`config.mk`:
```
export PLATFORM = sky130hd
export DESIGN_NAME = cvt_top
export DESIGN_NICKNAME = d
export VERILOG_FILES = /design/src/logic/cvt_pkg.sv /design/src/logic/cvt_cfg_if.sv /design/src/logic/cvt_line_timer.sv /design/src/logic/cvt_addr_gen.sv /design/src/logic/cvt_top.sv
export VERILOG_INCLUDE_DIRS = /design/src /design/src/logic
export SDC_FILE = /design/constraint.sdc
export NUM_CORES = 1
export LEC_CHECK = 0
export BUFFER_PORTS_ARGS = -buffer_cell sky130_fd_sc_hd__buf_2
export CELL_PAD_IN_SITES_DETAIL_PLACEMENT = 2
export CELL_PAD_IN_SITES_GLOBAL_PLACEMENT = 2
export CORE_MARGIN = 2
export CORE_UTILIZATION = 39
export CTS_CLUSTER_DIAMETER = 40
export DETAILED_ROUTE_END_ITERATION = 16
export PLACE_DENSITY_LB_ADDON = 0.1
export SLEW_MARGIN = 20
export SYNTH_ARGS = -nofsm -noshare
export SYNTH_HDL_FRONTEND = slang
export SYNTH_SLANG_ARGS = --single-unit
```
`constraint.sdc`:
```
create_clock -name i_clk_sys -period 7.5 [get_ports i_clk_sys]
set_input_delay 1.5 -clock i_clk_sys [delete_from_list [all_inputs] [get_ports i_clk_sys]]
set_output_delay 1.5 -clock i_clk_sys [all_outputs]
set_load 0.05 [all_outputs]
```
`src/logic/cvt_consts.svh`:
```
// Offsets, field positions and reset values of the vertical timing block.
// Assumes nothing; included by the top module and the self-checking bench.
`ifndef CVT_CONSTS_SVH
`define CVT_CONSTS_SVH
`define CVT_PORT_IDX_MONO 16'h03B4
`define CVT_PORT_DAT_MONO 16'h03B5
`define CVT_PORT_IDX_COLOR 16'h03D4
`define CVT_PORT_DAT_COLOR 16'h03D5
`define CVT_IDX_OVERFLOW 8'h07
`define CVT_IDX_MAX_SCAN 8'h09
`define CVT_IDX_VDE_LOW 8'h12
`define CVT_IDX_ROW_OFS 8'h13
`define CVT_IDX_UNDERLINE 8'h14
`define CVT_IDX_VBS_LOW 8'h15
`define CVT_IDX_VBE 8'h16
`define CVT_IDX_MODE_CTL 8'h17
`define CVT_IDX_EXT_VDE 8'h31
`define CVT_IDX_EXT_VBS 8'h33
`define CVT_IDX_EXT_OFS 8'h41
`define CVT_REG_RESET 8'h00
`define CVT_OVF_VDE8 1
`define CVT_OVF_VDE9 6
`define CVT_OVF_VBS8 3
`define CVT_MSL_VBS9 5
`define CVT_UL_DWORD 6
`define CVT_UL_CNT4 5
`define CVT_MC_RESET 7
`define CVT_MC_BYTE 6
`define CVT_MC_WRAP 5
`define CVT_MC_CNT2 3
`endif

```
`src/logic/cvt_pkg.sv`:
```
// Types shared by the vertical timing block.
// Assumes nothing; uses none of the constants header.
package cvt_pkg;
  typedef enum logic [1:0] {
    CVT_ADDR_WORD = 2'b00,
    CVT_ADDR_BYTE = 2'b01,
    CVT_ADDR_DWORD = 2'b10
  } cvt_addr_mode_type;
  typedef enum logic {
    CVT_V_OPEN = 1'b0,
    CVT_V_BLANK = 1'b1
  } cvt_vstate_type;
endpackage

```
`src/logic/cvt_cfg_if.sv`:
```
// Decoded configuration carried from the register file to the two engines.
// Assumes the package is compiled first.
`timescale 1ns/10ps
interface cvt_cfg_if;
  import cvt_pkg::*;
  logic [11:0] vde;
  logic [11:0] vbs;
  logic [7:0] vbe;
  cvt_addr_mode_type addr_mode;
  logic cnt4;
  logic cnt2;
  logic no_wrap;
  logic [11:0] row_offset;
  logic offset_dword;
  modport src (output vde, vbs, vbe, addr_mode, cnt4, cnt2, no_wrap, row_offset,
    offset_dword);
  modport tim (input vde, vbs, vbe);
  modport adr (input addr_mode, cnt4, cnt2, no_wrap, row_offset, offset_dword);
endinterface

```
`src/logic/cvt_line_timer.sv`:
```
// Scan line counter with display enable and vertical blank generation.
// Assumes one horizontal retrace tick per scan line and a frame start pulse.
`timescale 1ns/10ps
module cvt_line_timer
  import cvt_pkg::*;
(
  input wire logic i_clk_sys,
  input wire logic i_rst,
  input wire logic i_hretrace_tick,
  input wire logic i_frame_start,
  cvt_cfg_if.tim cfg,
  output logic [11:0] o_line,
  output logic o_display_en,
  output logic o_vblank
);
  logic [11:0] line_ff;
  cvt_vstate_type vstate_ff;
  cvt_vstate_type nxt_vstate;
  logic [11:0] nxt_line;
  logic line_move;
  logic de_ff;

  assign line_move = i_frame_start | i_hretrace_tick;
  assign nxt_line = i_frame_start ? 12'h000 : line_ff + 12'h001;
  assign nxt_vstate = (nxt_line == cfg.vbs) ? CVT_V_BLANK :
    (nxt_line[7:0] == cfg.vbe) ? CVT_V_OPEN : vstate_ff;

  always_ff @(posedge i_clk_sys or posedge i_rst) begin
    if (i_rst) begin
      line_ff <= 12'h000;
      de_ff <= 1'b0;
      vstate_ff <= CVT_V_OPEN;
    end else if (line_move) begin
      line_ff <= nxt_line;
      de_ff <= (nxt_line <= cfg.vde);
      vstate_ff <= nxt_vstate;
    end
  end

  assign o_line = line_ff;
  assign o_display_en = de_ff;
  assign o_vblank = (vstate_ff == CVT_V_BLANK);
endmodule

```
`src/logic/cvt_addr_gen.sv`:
```
// Memory address counter with increment interval, row stepping and
// byte, word or doubleword reorganisation of the counter outputs.
// Assumes a character clock tick, a row end pulse and a frame start pulse.
`timescale 1ns/10ps
module cvt_addr_gen
  import cvt_pkg::*;
(
  input wire logic i_clk_sys,
  input wire logic i_rst,
  input wire logic i_char_tick,
  input wire logic i_row_end,
  input wire logic i_frame_start,
  cvt_cfg_if.adr cfg,
  output logic [15:0] o_fb_addr
);
  logic [1:0] div_ff;
  logic [1:0] div_last;
  logic step;
  logic [15:0] ma_ff;
  logic [15:0] base_ff;
  logic [15:0] row_step;
  logic [15:0] nxt_base;
  logic [15:0] reorg;
  logic [15:0] fb_ff;

  assign div_last = (cfg.cnt4 && !cfg.cnt2) ? 2'h3 : (cfg.cnt2 ? 2'h1 : 2'h0);
  assign step = i_char_tick && (div_ff == div_last);
  // Unit scaling lets one counter serve both word and doubleword pitches.
  assign row_step = cfg.offset_dword ? {3'h0, cfg.row_offset, 1'b0} :
    {4'h0, cfg.row_offset};
  assign nxt_base = base_ff + row_step;

  always_comb begin
    unique case (cfg.addr_mode)
      CVT_ADDR_BYTE: reorg = ma_ff;
      CVT_ADDR_DWORD: reorg = {ma_ff[13:0], ma_ff[13], ma_ff[12]};
      default: reorg = {ma_ff[14:0], cfg.no_wrap ? ma_ff[15] : ma_ff[13]};
    endcase
  end

  always_ff @(posedge i_clk_sys or posedge i_rst) begin
    if (i_rst) begin
      div_ff <= 2'h0;
      ma_ff <= 16'h0000;
      base_ff <= 16'h0000;
      fb_ff <= 16'h0000;
    end else begin
      fb_ff <= reorg;
      if (i_frame_start) begin
        div_ff <= 2'h0;
        ma_ff <= 16'h0000;
        base_ff <= 16'h0000;
      end else if (i_row_end) begin
        div_ff <= 2'h0;
        ma_ff <= nxt_base;
        base_ff <= nxt_base;
      end else if (i_char_tick) begin
        div_ff <= step ? 2'h0 : div_ff + 2'h1;
        if (step) begin
          ma_ff <= ma_ff + 16'h0001;
        end
      end
    end
  end

  assign o_fb_addr = fb_ff;
endmodule

```
`src/logic/cvt_top.sv`:
```
// Vertical timing, row offset, underline and address mode part of the CRT
// controller, with its indexed I/O register pair.
// Assumes ticks, sync and frame pulses come from the horizontal timing logic.
//
// Contract
// - Standard mode display end is 10 bits: low byte plus overflow bits 6, 1.
// - Extended mode display end is 12 bits, upper four from extension register.
// - Display end value is the number of the last active scan line.
// - Standard mode row offset is the 8-bit offset register.
// - Extended mode row offset is 12 bits, upper four from extension register.
// - Row offset counts words or doublewords per row, unit from clocking mode.
// - Doubleword bit set forces doubleword addressing whatever mode bit 6 says.
// - Shift counter outputs: word by one, byte none, doubleword by two.
// - Counter steps every 1, 2, 4 or 2 character clocks per count bits.
// - Underline drawn, in text mode only, on the character line given by the 5-bit field.
// - Standard blank start is 10 bits: max scan bit 5, overflow bit 3.
// - Extended blank start is 12 bits, upper four from extension register.
// - Blanking begins on the line equal to the blank start value.
// - Blanking ends where line low byte equals the 8-bit end value.
// - Reset bit clear holds both syncs inactive, nothing else changes.
// - Wrap bit clear wraps addresses at 16KB; set means no wrap.
// - The wrap setting acts only in word mode.
// - I/O control bit 0 selects standard or extended widths.
`include "cvt_consts.svh"
`timescale 1ns/10ps
module cvt_top
  import cvt_pkg::*;
(
  input wire logic i_clk_sys,
  input wire logic i_rst,
  input wire logic [15:0] i_io_addr,
  input wire logic i_io_wr,
  input wire logic i_io_rd,
  input wire logic [7:0] i_io_wdata,
  output logic [7:0] o_io_rdata,
  input wire logic i_color_base,
  input wire logic i_ext_mode_sel,
  input wire logic i_offset_dword,
  input wire logic i_text_mode,
  input wire logic i_char_tick,
  input wire logic i_hretrace_tick,
  input wire logic i_frame_start,
  input wire logic i_row_end,
  input wire logic [4:0] i_row_scan,
  input wire logic i_hsync_raw,
  input wire logic i_vsync_raw,
  output logic o_hsync,
  output logic o_vsync,
  output logic o_display_en,
  output logic o_vblank,
  output logic [11:0] o_scan_line,
  output logic [15:0] o_fb_addr,
  output logic [11:0] o_row_offset,
  output logic o_offset_dword,
  output logic o_underline_on
);
  logic [7:0] index_ff;
  logic [7:0] overflow_ff;
  logic [7:0] max_scan_ff;
  logic [7:0] vde_low_ff;
  logic [7:0] row_ofs_ff;
  logic [7:0] underline_ff;
  logic [7:0] vbs_low_ff;
  logic [7:0] vbe_ff;
  logic [7:0] mode_ctl_ff;
  logic [7:0] ext_vde_ff;
  logic [7:0] ext_vbs_ff;
  logic [7:0] ext_ofs_ff;
  logic [7:0] rdata_ff;
  logic hsync_ff;
  logic vsync_ff;
  logic underline_on_ff;
  logic [11:0] row_offset_ff;
  logic offset_dword_ff;

  wire hit_index;
  wire hit_data;
  wire wr_index;
  wire wr_data;
  wire [7:0] nxt_rdata;
  wire [7:0] data_rd;
  wire [11:0] vde_std;
  wire [11:0] vde_ext;
  wire [11:0] vbs_std;
  wire [11:0] vbs_ext;
  wire [11:0] ofs_std;
  wire [11:0] ofs_ext;
  wire [11:0] line;
  wire display_en;
  wire vblank;
  wire [15:0] fb_addr;
  wire sync_run;
  wire underline_hit;
  wire dword_sel;
  wire byte_sel;

  cvt_cfg_if cfg ();

  // The base select follows the mono or colour decode; the other pair is silent.
  assign hit_index = i_color_base ? (i_io_addr == `CVT_PORT_IDX_COLOR) :
    (i_io_addr == `CVT_PORT_IDX_MONO);
  assign hit_data = i_color_base ? (i_io_addr == `CVT_PORT_DAT_COLOR) :
    (i_io_addr == `CVT_PORT_DAT_MONO);
  assign wr_index = i_io_wr && hit_index;
  assign wr_data = i_io_wr && hit_data;

  assign data_rd = (index_ff == `CVT_IDX_OVERFLOW) ? overflow_ff :
    (index_ff == `CVT_IDX_MAX_SCAN) ? max_scan_ff :
    (index_ff == `CVT_IDX_VDE_LOW) ? vde_low_ff :
    (index_ff == `CVT_IDX_ROW_OFS) ? row_ofs_ff :
    (index_ff == `CVT_IDX_UNDERLINE) ? underline_ff :
    (index_ff == `CVT_IDX_VBS_LOW) ? vbs_low_ff :
    (index_ff == `CVT_IDX_VBE) ? vbe_ff :
    (index_ff == `CVT_IDX_MODE_CTL) ? mode_ctl_ff :
    (index_ff == `CVT_IDX_EXT_VDE) ? ext_vde_ff :
    (index_ff == `CVT_IDX_EXT_VBS) ? ext_vbs_ff :
    (index_ff == `CVT_IDX_EXT_OFS) ? ext_ofs_ff : 8'h00;
  assign nxt_rdata = hit_index ? index_ff : (hit_data ? data_rd : 8'h00);

  always_ff @(posedge i_clk_sys or posedge i_rst) begin
    if (i_rst) begin
      index_ff <= `CVT_REG_RESET;
      rdata_ff <= `CVT_REG_RESET;
    end else begin
      if (wr_index) begin
        index_ff <= i_io_wdata;
      end
      if (i_io_rd) begin
        rdata_ff <= nxt_rdata;
      end
    end
  end

  always_ff @(posedge i_clk_sys or posedge i_rst) begin
    if (i_rst) begin
      overflow_ff <= `CVT_REG_RESET;
      max_scan_ff <= `CVT_REG_RESET;
      vde_low_ff <= `CVT_REG_RESET;
      row_ofs_ff <= `CVT_REG_RESET;
      underline_ff <= `CVT_REG_RESET;
      vbs_low_ff <= `CVT_REG_RESET;
      vbe_ff <= `CVT_REG_RESET;
      mode_ctl_ff <= `CVT_REG_RESET;
      ext_vde_ff <= `CVT_REG_RESET;
      ext_vbs_ff <= `CVT_REG_RESET;
      ext_ofs_ff <= `CVT_REG_RESET;
    end else if (wr_data) begin
      unique case (index_ff)
        `CVT_IDX_OVERFLOW: overflow_ff <= i_io_wdata;
        `CVT_IDX_MAX_SCAN: max_scan_ff <= i_io_wdata;
        `CVT_IDX_VDE_LOW: vde_low_ff <= i_io_wdata;
        `CVT_IDX_ROW_OFS: row_ofs_ff <= i_io_wdata;
        // Bit 7 is reserved and reads back as zero.
        `CVT_IDX_UNDERLINE: underline_ff <= {1'b0, i_io_wdata[6:0]};
        `CVT_IDX_VBS_LOW: vbs_low_ff <= i_io_wdata;
        `CVT_IDX_VBE: vbe_ff <= i_io_wdata;
        // Bit 4 is reserved and reads back as zero.
        `CVT_IDX_MODE_CTL: mode_ctl_ff <= {i_io_wdata[7:5], 1'b0, i_io_wdata[3:0]};
        `CVT_IDX_EXT_VDE: ext_vde_ff <= {4'h0, i_io_wdata[3:0]};
        `CVT_IDX_EXT_VBS: ext_vbs_ff <= {4'h0, i_io_wdata[3:0]};
        `CVT_IDX_EXT_OFS: ext_ofs_ff <= {4'h0, i_io_wdata[3:0]};
        default: ;
      endcase
    end
  end

  assign vde_std = {2'b00, overflow_ff[`CVT_OVF_VDE9], overflow_ff[`CVT_OVF_VDE8],
    vde_low_ff};
  assign vde_ext = {ext_vde_ff[3:0], vde_low_ff};
  assign vbs_std = {2'b00, max_scan_ff[`CVT_MSL_VBS9], overflow_ff[`CVT_OVF_VBS8],
    vbs_low_ff};
  assign vbs_ext = {ext_vbs_ff[3:0], vbs_low_ff};
  assign ofs_std = {4'h0, row_ofs_ff};
  assign ofs_ext = {ext_ofs_ff[3:0], row_ofs_ff};

  assign cfg.vde = i_ext_mode_sel ? vde_ext : vde_std;
  assign cfg.vbs = i_ext_mode_sel ? vbs_ext : vbs_std;
  assign cfg.row_offset = i_ext_mode_sel ? ofs_ext : ofs_std;
  assign cfg.vbe = vbe_ff;
  assign cfg.offset_dword = i_offset_dword;

  assign dword_sel = underline_ff[`CVT_UL_DWORD];
  assign byte_sel = mode_ctl_ff[`CVT_MC_BYTE];
  assign cfg.addr_mode = dword_sel ? CVT_ADDR_DWORD :
    (byte_sel ? CVT_ADDR_BYTE : CVT_ADDR_WORD);
  assign cfg.cnt4 = underline_ff[`CVT_UL_CNT4];
  assign cfg.cnt2 = mode_ctl_ff[`CVT_MC_CNT2];
  assign cfg.no_wrap = mode_ctl_ff[`CVT_MC_WRAP];

  cvt_line_timer u_line_timer (
    .i_clk_sys(i_clk_sys),
    .i_rst(i_rst),
    .i_hretrace_tick(i_hretrace_tick),
    .i_frame_start(i_frame_start),
    .cfg(cfg.tim),
    .o_line(line),
    .o_display_en(display_en),
    .o_vblank(vblank)
  );

  cvt_addr_gen u_addr_gen (
    .i_clk_sys(i_clk_sys),
    .i_rst(i_rst),
    .i_char_tick(i_char_tick),
    .i_row_end(i_row_end),
    .i_frame_start(i_frame_start),
    .cfg(cfg.adr),
    .o_fb_addr(fb_addr)
  );

  // Only the syncs are gated, so counters keep running and resume in phase.
  assign sync_run = mode_ctl_ff[`CVT_MC_RESET];
  assign underline_hit = i_text_mode && (i_row_scan == underline_ff[4:0]);

  always_ff @(posedge i_clk_sys or posedge i_rst) begin
    if (i_rst) begin
      hsync_ff <= 1'b0;
      vsync_ff <= 1'b0;
      underline_on_ff <= 1'b0;
      row_offset_ff <= 12'h000;
      offset_dword_ff <= 1'b0;
    end else begin
      hsync_ff <= sync_run && i_hsync_raw;
      vsync_ff <= sync_run && i_vsync_raw;
      underline_on_ff <= underline_hit;
      row_offset_ff <= cfg.row_offset;
      offset_dword_ff <= i_offset_dword;
    end
  end

  assign o_io_rdata = rdata_ff;
  assign o_hsync = hsync_ff;
  assign o_vsync = vsync_ff;
  assign o_display_en = display_en;
  assign o_vblank = vblank;
  assign o_scan_line = line;
  assign o_fb_addr = fb_addr;
  assign o_row_offset = row_offset_ff;
  assign o_offset_dword = offset_dword_ff;
  assign o_underline_on = underline_on_ff;
endmodule

```
==> flow_summary.json, run 1 <==
{
  "status": "finished, final reports clean",
  "grt_overflow_total": 0,
  "cts_sinks": 170,
  "worstSetupPathType": "in -> reg",
  "synthToLayoutAreaGrowth_pct": 13.38,
  "grt_pass1_vias": 8233,
  "postLayoutCellArea_um2": 10990,
  "core_um2": 24390,
  "cts_max_level": 4,
  "start_kind": "input pin",
  "cts_setup_buffers": 0,
  "rsz0062_at_grt": "no",
  "synth_seq_cells": 170,
  "drive_above_1_share_pct": 24.07,
  "synth.avg_cell_area_um2": 10.31,
  "numPortBuffers": 96,
  "final-seq-area_um2": 4254,
  "final_antenna_net_count": 0,
  "period_needed_ns": 3.994,
  "worstSkewPairLatency_ns": 0.44,
  "gp_congestion": 0.8436,
  "fill_cells": 2655,
  "synth_edf_count": 0,
  "max_freq_ghz": 0.2504,
  "syn_area_um2": 9689,
  "worst_setup_path_end_kind": "flop",
  "slowest_delay_ns": 0.46,
  "drt-pass1-iter-count": 4,
  "fp.dieH_um": 161.6,
  "worstHoldPathCells": 0,
  "wl_per_cell_um": 23.14,
  "ioPinCount": 97,
  "r2r_setup_slack_ns": 4.37,
  "r2r-start": "index_ff[1]",
  "r2r_cells": 6,
  "grtUsageTotal_pct": 24.77,
  "hp-class": "reg -> reg",
  "cts-root-buf": "clkbuf_16",
  "cpMostUsedCell": "a21oi_1",
  "reg2reg_to": "overflow_ff[6]",
  "finalWirelength_um": 31240,
  "holdBufCountCts": 0,
  "p_total_mw": 1.929,
  "worstPathMaxFanout": 14,
  "skew_ns": 0.01219,
  "crit_path_end": "u_addr_gen.ma_ff[10]",
  "hold_viol_final": 0,
  "path_clk_slew_ns": 0.07,
  "maxCapViolations": 0,
  "post-route-util_pct": 45.04,
  "syn_nets": 1011,
  "antenna_found_initial": 1,
  "crit_path_start": "i_offset_dword",
  "placed_cell_area_um2": 10430,
  "fin_setup_tns_ns": 0,
  "vdd_ir_drop_max_v": 0.0001421,
  "synth_cell_types": 75,
  "multi_input_area_um2": 5149,
  "vias_per_cell": 5.752,
  "synthFlopType": "dfrtp_1",
  "fin_crit_sh_pct": 53.26,
  "hpwl_um": 22190,
  "cts.repair.resized": 0,
  "p_per_area_nw_per_um2": 175.6,
  "tightest_slew_ns": 1.020,
  "cts.path.max_buffers": 2,
  "drc": 0,
  "crit_chain": "buf_2, mux2_2, fa_1, a211oi_1, o21ai_0, a21oi_1, a21oi_1, o31a_1, mux2i_1, nor2_1",
  "crit_path_top_delay_cell": "fa_1",
  "ys_seq_area_share_pct": 43.90,
  "cts_buffers": 17,
  "leakage_nw": 5.277,
  "netlist_instances": 940,
  "fp.dieW_um": 161.6,
  "maxSlewViolCount": 0,
  "async_flop_share_pct": 100.0,
  "grt_pass1_wl_um": 49270,
  "grt_max_degree": 68,
  "dieArea_um2": 26120,
  "drtIter0Drc": 430,
  "cts_tree": "yes",
  "slew_headroom_pct": 31.43,
  "final_net_count": 1084,
  "initial_core_util_pct": 39.73,
  "arrival_ns": 4.29,
  "antennaDiodeCount": 0,
  "required_ns": 7.80,
  "finalSetupViolCount": 0,
  "synth-warning-count": 0,
  "num_vias": 7765,
  "rows": 57
}
==> layout by cell type (no fill, tap or decap), types with 7 or more instances in the layout <==
master,Yosys,final
ha_1,27,27
inv_1,23,22
mux2_4,7,7
xnor2_1,31,31
or3_1,11,11
o21ai_0,37,37
a21oi_1,44,44
buf_2,8,96
nand4_1,11,11
and3_1,12,12
a211oi_1,12,12
nor3_1,24,24
o21a_1,9,9
clkbuf_16,0,17
a21o_1,13,13
dfrtp_1,170,170
mux2i_1,32,32
nand2_1,60,60
nor2_1,78,78
mux2_2,85,85
nor2b_1,13,13
nand3_1,28,28
xor2_1,35,35
and2_1,12,12
nand2b_1,14,14
o22ai_1,9,9
==> through the flow <==
stage,hold WS [ns],setup slack (ns),std cells
6_report,0.4751,3.506,1350
5_1_grt,0.4968,3.190,1350
4_1_cts,0.4695,3.482,1350
3_5_place_dp,0.4521,3.101,1318
3_3_place_gp,0.4551,3.148,1318
2_1_floorplan,0.3837,1.397,940
==> worst min-delay path by stage <==
stage,startpoint,slack (ns),end
CTS,row_ofs_ff[0],0.47,o_row_offset[0]
detailed placement,row_ofs_ff[0],0.45,o_row_offset[0]
finish,row_ofs_ff[0],0.48,o_row_offset[0]
global route,row_ofs_ff[0],0.50,o_row_offset[0]
floorplan,row_ofs_ff[0],0.38,o_row_offset[0]
global placement,row_ofs_ff[0],0.46,o_row_offset[0]
==> power breakdown <==
group | leakage [nW] | switching [mW] | internal, mW
sequential | 2.35 | 0.00916 | 0.923
clock | 0.278 | 0.431 | 0.439
combinational | 2.65 | 0.0917 | 0.0350
==> synth_stat cells (13+ instances only) <==
cell	n	share of area, %
xor2_1	35	3.2
a21oi_1	44	2.3
a21o_1	13	1.0
nor2_1	78	3.0
ha_1	27	3.5
nor2b_1	13	0.84
nand2_1	60	2.3
xnor2_1	31	2.8
mux2_2	85	9.9
o21ai_0	37	1.9
nor3_1	24	1.2
nand2b_1	14	0.90
dfrtp_1	170	44
inv_1	23	0.89
nand3_1	28	1.4
clkbuf_1	32	1.2
mux2i_1	32	3.3
==> cell families after synthesis <==
kind of cell    Yosys count  share of synthesized area, %
compound gates          179                         12.59
mux                     126                         14.73
flops                   170                         43.90
xor+xnor                 66                         5.966
buf+inv                  71                         2.957
fa+ha+maj                28                         3.693
simple gates            300                         16.15
==> sequential cells by signal, summed over array words and instances (netlist names), 12 cells and up <==
name / count
u_addr_gen.ma_ff: 16
u_addr_gen.o_fb_addr: 16
o_row_offset: 12
u_line_timer.o_line: 12
u_addr_gen.base_ff: 16
==> worst max-delay path: cells and delay by family <==
kind                     cells  cell delay, ns
AO/OA/AOI/OAI                5            1.37
multiplexers                 2            0.59
adder cells (fa/ha/maj)      1            0.46
buffers and inverters        1            0.31
AND/OR/NAND/NOR              1            0.06
==> area by class of cell <==
class / count / share of cell area (%)
Timing Repair Buffer: 102 / 4.784
Tap cell: 324 / 3.690
Multi-Input combinational cell: 699 / 46.87
Clock buffer: 17 / 3.872
Sequential cell: 170 / 38.72
Clock inverter: 15 / 1.230
Inverter: 23 / 0.8314
==> metal layers <==
metal / track usage [%] / wire (µm) / vias up
met5: 0 / 0 / -
met4: 5.712 / 437 / 0
met3: 4.366 / 1399 / 25
met2: 39.06 / 14490 / 157
met1: 35.65 / 14920 / 4037
li1: - / - / 3546
Power figures use the tool's default switching activity.
==> run 2: changes to the inputs <==
Settings changed: CORE_UTILIZATION 39 to 35.
Clock period 7.5 ns to 3.2 ns, I/O delays scaled along.
==> run 2 against run 1 <==
Net effect: die area rose by 11%; clock-buffer cell count rose by 2; core utilization fell by 3.3 points; via count rose by 0.73%; critical path depth did not move; critical path type unchanged; global-route usage fell by 1.5 points.
==> flow_summary.json, run 2 (same netlist as run 1, synthesis figures left out) <==
{
  "cts_buffers": 17,
  "mostFrequentLayoutCells": "170 x dfrtp_1, 96 x buf_2, 85 x mux2_2, 78 x nor2_1, 60 x nand2_1",
  "hold_viol_final": 0,
  "grtUsageTotal_pct": 23.29,
  "leakage_nw": 5.442,
  "final-seq-area_um2": 4254,
  "initial_core_util_pct": 35.75,
  "maxSlewViolCount": 0,
  "required_ns": 3.50,
  "crit_family": "simple AND/OR/NAND/NOR gates",
  "crit_path_top_delay_cell": "or3_1",
  "gp_congestion": 0.8134,
  "vdd_ir_drop_max_v": 0.0002773,
  "pwr-share-clk_pct": 44.3,
  "dp_cells": 1399,
  "finalNonFillerCells": 1431,
  "numPortBuffers": 96,
  "crit_cells": 10,
  "cts-root-buf": "clkbuf_16",
  "slew_headroom_pct": 50.47,
  "final_net_count": 1117,
  "skew_ns": 0.02155,
  "postLayoutCellArea_um2": 11320,
  "drtIter0Drc": 436,
  "switchingPower_mw": 1.210,
  "crit_buf_inv": 1,
  "start_kind": "input pin",
  "finalWirelength_um": 32170,
  "p_seq_share_pct": 48.7,
  "num_vias": 7822,
  "hpwl_um": 23860,
  "worstSetupPathType": "in -> reg",
  "r2r_cells": 9,
  "grt_max_degree": 68,
  "worstSkewPairLatency_ns": 0.44,
  "crit_chain": "buf_2, mux2_2, ha_1, a21o_1, and4_1, or3_1, a41oi_1, mux2i_1, nor3_1, o21ai_0",
  "drc": 0,
  "cts_setup_buffers": 0,
  "slowest_delay_ns": 0.41,
  "rows": 60,
  "fp.dieH_um": 170.4,
  "cts_max_level": 4,
  "cts_tree": "yes",
  "crit_path_end": "u_addr_gen.ma_ff[11]",
  "final_antenna_net_count": 0,
  "reg2reg_to": "u_addr_gen.ma_ff[11]",
  "p_per_area_nw_per_um2": 396.1,
  "fp.dieW_um": 170.4,
  "period_needed_ns": 2.883,
  "r2r-start": "row_ofs_ff[1]",
  "fill_cells": 2924,
  "core_um2": 27100,
  "holdBufCountCts": 0,
  "wl_met2_um": 15240,
  "dr.max_layer_used": "met4",
  "layout_commonest_cell": "dfrtp_1",
  "antennaDiodeCount": 0,
  "maxCapViolations": 0,
  "dieArea_um2": 29030,
  "antenna_found_initial": 0,
  "post-route-util_pct": 41.79,
  "drt-pass1-iter-count": 4,
  "synthToLayoutAreaGrowth_pct": 16.88,
  "r2r_setup_slack_ns": 0.35,
  "wl_per_cell_um": 22.48,
  "grt_pass1_wl_um": 51400,
  "crit_path_start": "i_offset_dword",
  "max_freq_ghz": 0.3468,
  "grt_pass1_vias": 8585,
  "tightest_slew_ns": 0.7415,
  "placed_cell_area_um2": 10780,
  "switching_share_pct": 26.97,
  "vias_per_cell": 5.466,
  "fin_crit_sh_pct": 90.10,
  "met1_length_um": 15750,
  "cts_sinks": 170,
  "status": "finished, final reports clean",
  "hp-class": "in -> async",
  "worstPathMaxFanout": 9,
  "multi_input_area_um2": 5149,
  "finalSetupViolCount": 0,
  "ioPinCount": 97,
  "met3WireLength_um": 933,
  "grt_overflow_total": 0,
  "rsz0062_at_grt": "no",
  "worst_setup_path_end_kind": "flop",
  "arrival_ns": 3.19,
  "drive_above_1_share_pct": 26.25,
  "cts.repair.resized": 0,
  "cts.path.max_buffers": 2,
  "intPower_mw": 3.276,
  "path_clk_slew_ns": 0.08,
  "comb_power_share_pct": 7.0
}
## run 2: cell types whose count changed in the layout (fill, tap and decap cells not counted), sizes merged
cell      previous run  this run
buf                102       135
clkbuf              17        19
clkinvlp             1         2
inv                 31        28
## run 2: per-layer routing
| layer | track usage (%) | vias up |
|---|---|---|
| li1 | - | 3601 |
| met1 | 33.78 | 4086 |
| met2 | 37.86 | 117 |
| met3 | 2.558 | 18 |
| met4 | 4.274 | 0 |
| met5 | 0 | - |
## run 2: stage by stage
stage	setup TNS (ns)	total power [mW]	hold slack, ns	setup slack (ns)
final	0	4.485	0.2879	0.3167
after global routing	0	4.659	0.3137	0.1193
after CTS	0	4.541	0.3071	0.3070
after detailed placement	-0.1922	2.547	0.4719	-0.1112
after global placement	-0.04317	2.538	0.4639	-0.04317
after floorplan	0	2.411	0.3837	0.1070
## run 2: worst min-delay path by stage
| stage | from | to | slack [ns] | cells past startpoint |
|---|---|---|---|---|
| CTS | i_rst | o_row_offset[11] | 0.31 | 2 |
| detailed placement | o_io_rdata[7] | o_io_rdata[7] | 0.47 | 1 |
| global route | i_rst | o_row_offset[11] | 0.31 | 2 |
| global placement | o_io_rdata[6] | o_io_rdata[6] | 0.46 | 1 |
| floorplan | row_ofs_ff[0] | o_row_offset[0] | 0.38 | 0 |
| finish | i_rst | cfg.vbe[0] | 0.29 | 2 |
## run 2: layout make-up
| class | instances | area share [%] |
|---|---|---|
| Clock buffer | 19 | 3.823 |
| Inverter | 23 | 0.7955 |
| Tap cell | 372 | 4.110 |
| Multi-Input combinational cell | 699 | 45.46 |
| Clock inverter | 13 | 0.9723 |
| Timing Repair Buffer | 135 | 7.270 |
| Sequential cell | 170 | 37.56 |
## run 2: power groups by stage
| stage | registers [mW] | clock network (mW) | logic, mW |
|---|---|---|---|
| after CTS | 2.18 | 2.03 | 0.323 |
| after global routing | 2.19 | 2.12 | 0.350 |
| after floorplan | 2.26 | 0 | 0.149 |
| after global placement | 2.23 | 0 | 0.313 |
| final | 2.18 | 1.99 | 0.315 |
| after detailed placement | 2.23 | 0 | 0.321 |
## run 2: worst reg2reg max path: stages, from the launching register on
cell,delay (ns)
dfrtp_1,0.46
mux2_2,0.33
ha_1,0.29
a21o_1,0.20
and4_1,0.23
or3_1,0.41
a41oi_1,0.31
mux2i_1,0.12
nor3_1,0.22
o21ai_0,0.15
==> run 3: changes to the inputs <==
Settings changed: ABC_AREA set to 1, CORE_UTILIZATION 35 to 32.
==> run 3 against run 2 <==
Net effect: fmax grew 4.8%; design area down 2.2%; via count is 12% higher; largest power group unchanged; clock power increased by 8%; cell count increased by 21%.
==> flow_summary.json, run 3 <==
{
  "final_net_count": 1394,
  "final_antenna_net_count": 0,
  "core_um2": 29480,
  "cpMostUsedCell": "nand4_1",
  "crit_buf_inv": 2,
  "fin_crit_sh_pct": 86.01,
  "cts_setup_buffers": 0,
  "status": "finished, final reports clean",
  "comb_power_share_pct": 12.1,
  "intPower_mw": 3.566,
  "grtUsageTotal_pct": 23.21,
  "period_needed_ns": 2.752,
  "finalSetupViolCount": 0,
  "p_seq_share_pct": 45.4,
  "synth-warning-count": 0,
  "maxCapViolations": 0,
  "crit_path_start": "u_line_timer.o_line[3]",
  "cts_max_level": 4,
  "numPortBuffers": 96,
  "crit_chain": "nand4_1, inv_1, nand2_1, nor2_1, nand4_1, nand3_1, inv_1, ha_1, nand4_1, nor3_1, nand2_1, o211ai_1, a31oi_1",
  "grt_overflow_total": 0,
  "hpwl_um": 25700,
  "crit_path_top_delay_cell": "dfrtp_1",
  "worstSkewPairLatency_ns": 0.44,
  "layout_commonest_cell": "nand2_1",
  "drt-pass1-iter-count": 4,
  "tightest_slew_ns": 0.7855,
  "fp.dieW_um": 176.6,
  "rows": 63,
  "grt_pass1_wl_um": 55120,
  "synth.avg_cell_area_um2": 7.804,
  "synth.most_common_cell": "nand2_1",
  "hp-class": "in -> async",
  "path_clk_slew_ns": 0.07,
  "syn_nets": 1292,
  "r2r-start": "u_line_timer.o_line[3]",
  "crit_family": "simple AND/OR/NAND/NOR gates",
  "grt_max_degree": 134,
  "wl_per_cell_um": 19.80,
  "vdd_ir_drop_max_v": 0.0003407,
  "initial_core_util_pct": 32.32,
  "synthFlopType": "dfrtp_1",
  "leakage_nw": 5.627,
  "synth_seq_cells": 170,
  "async_flop_share_pct": 100.0,
  "maxSlewViolCount": 0,
  "synthTopCellsByCount": "315 x nand2_1, 170 x dfrtp_1, 156 x inv_1",
  "netlist.area_leader.share_pct": 44.64,
  "ys_seq_area_share_pct": 44.64,
  "num_vias": 8787,
  "arrival_ns": 3.07,
  "switchingPower_mw": 1.479,
  "p_total_mw": 5.045,
  "ioPinCount": 97,
  "max_freq_ghz": 0.3633,
  "r2r_cells": 13,
  "crit_path_end": "u_line_timer.o_display_en",
  "switching_share_pct": 29.31,
  "skew_ns": 0.01149,
  "pwr-share-clk_pct": 42.5,
  "holdBufCountCts": 0,
  "p_per_area_nw_per_um2": 455.5,
  "vias_per_cell": 5.091,
  "reg2reg_to": "u_line_timer.o_display_en",
  "slowest_delay_ns": 0.47,
  "crit_cells": 13,
  "synth_edf_count": 0,
  "netlist_instances": 1221,
  "worstSetupPathType": "reg -> reg",
  "drc": 0,
  "worstPathMaxFanout": 7,
  "cts_tree": "yes",
  "drtIter0Drc": 466,
  "gp_congestion": 0.8559,
  "mostFrequentLayoutCells": "315 x nand2_1, 170 x dfrtp_1, 155 x inv_1, 114 x o21ai_0, 96 x buf_2",
  "antenna_found_initial": 0,
  "synth_top_cell_by_area": "dfrtp_1",
  "finalWirelength_um": 34180,
  "hold_viol_final": 0,
  "required_ns": 3.51,
  "cts_buffers": 17,
  "cts_sinks": 170,
  "fp.dieH_um": 176.6,
  "cts-root-buf": "clkbuf_16",
  "dieArea_um2": 31180,
  "post-route-util_pct": 37.57,
  "grt_pass1_vias": 9485,
  "cts.repair.resized": 0,
  "synthToLayoutAreaGrowth_pct": 16.23,
  "synth_cell_types": 48,
  "worst_setup_path_end_kind": "flop",
  "rsz0062_at_grt": "no",
  "syn_area_um2": 9529,
  "synthTopCellsByArea": "dfrtp_1 45%, nand2_1 12%, inv_1 6.1%",
  "antennaDiodeCount": 0,
  "drive_above_1_share_pct": 15.64,
  "slew_headroom_pct": 47.63,
  "fin_setup_tns_ns": 0,
  "cts.path.max_buffers": 2,
  "r2r_setup_slack_ns": 0.45,
  "start_kind": "flop"
}
[run 3: routing by layer]
layer | GRT usage (%) | routed length [µm] | vias up
met2 | 37.27 | 15810 | 131
met1 | 33.15 | 16890 | 4429
met5 | 0 | 0 | -
li1 | - | - | 4203
met4 | 5.303 | 344 | 0
met3 | 3.208 | 1135 | 24
[run 3: cell type report]
cell class	count	area (µm²)
Inverter	159	600.6
Clock buffer	20	446.7
Fill cell	3475	18410
Tap cell	390	488.0
Multi-Input combinational cell	856	4467
Clock inverter	12	141.4
Sequential cell	170	4254
Timing Repair Buffer	119	678.2
[run 3: worst min-delay path by stage]
stage	start	to	slack (ns)	cells past startpoint
after floorplan	row_ofs_ff[0]	o_row_offset[0]	0.39	0
after global placement	row_ofs_ff[6]	o_row_offset[6]	0.45	0
after detailed placement	row_ofs_ff[6]	o_row_offset[6]	0.46	0
after CTS	i_rst	o_row_offset[5]	0.10	2
after global routing	i_rst	o_row_offset[5]	0.12	2
final	i_rst	o_row_offset[5]	0.11	2
[run 3: per-stage QoR]
step / worst slack [ns] / area (µm²) / instances / hold slack, ns
2_1_floorplan: 0.3913 / 9533 / 1221 / 0.3946
3_3_place_gp: 0.08897 / 10490 / 1694 / 0.4484
3_5_place_dp: 0.1360 / 10490 / 1694 / 0.4598
4_1_cts: 0.4052 / 11080 / 1726 / 0.1001
5_1_grt: 0.1242 / 11080 / 1726 / 0.1160
6_report: 0.4476 / 11080 / 1726 / 0.1082
[run 3: cells by family after synthesis]
kind of cell,share of synthesized area (%)
and+or+nand+nor,24.62
AOI/OAI and AO/OA,16.47
buffers and inverters,8.482
DFF,44.64
adders and majority gates,3.755
xor gates and xnor gates,1.930
muxes,0.1050
[run 3: worst reg2reg max path: cells and delay by family, from the launching register on]
family	cells	cell delay, ns
and+or+nand+nor	8	1.40
DFF	1	0.47
adders and majority gates	1	0.32
buffers and inverters	2	0.22
AOI/OAI and AO/OA	2	0.21
[run 3: power by group through the flow]
stage / clock network (mW) / registers, mW / logic [mW]
2_1_floorplan: 0 / 2.45 / 0.269
3_3_place_gp: 0 / 2.33 / 0.600
6_report: 2.14 / 2.29 / 0.610
3_5_place_dp: 0 / 2.33 / 0.617
4_1_cts: 2.20 / 2.29 / 0.621
5_1_grt: 2.28 / 2.31 / 0.677
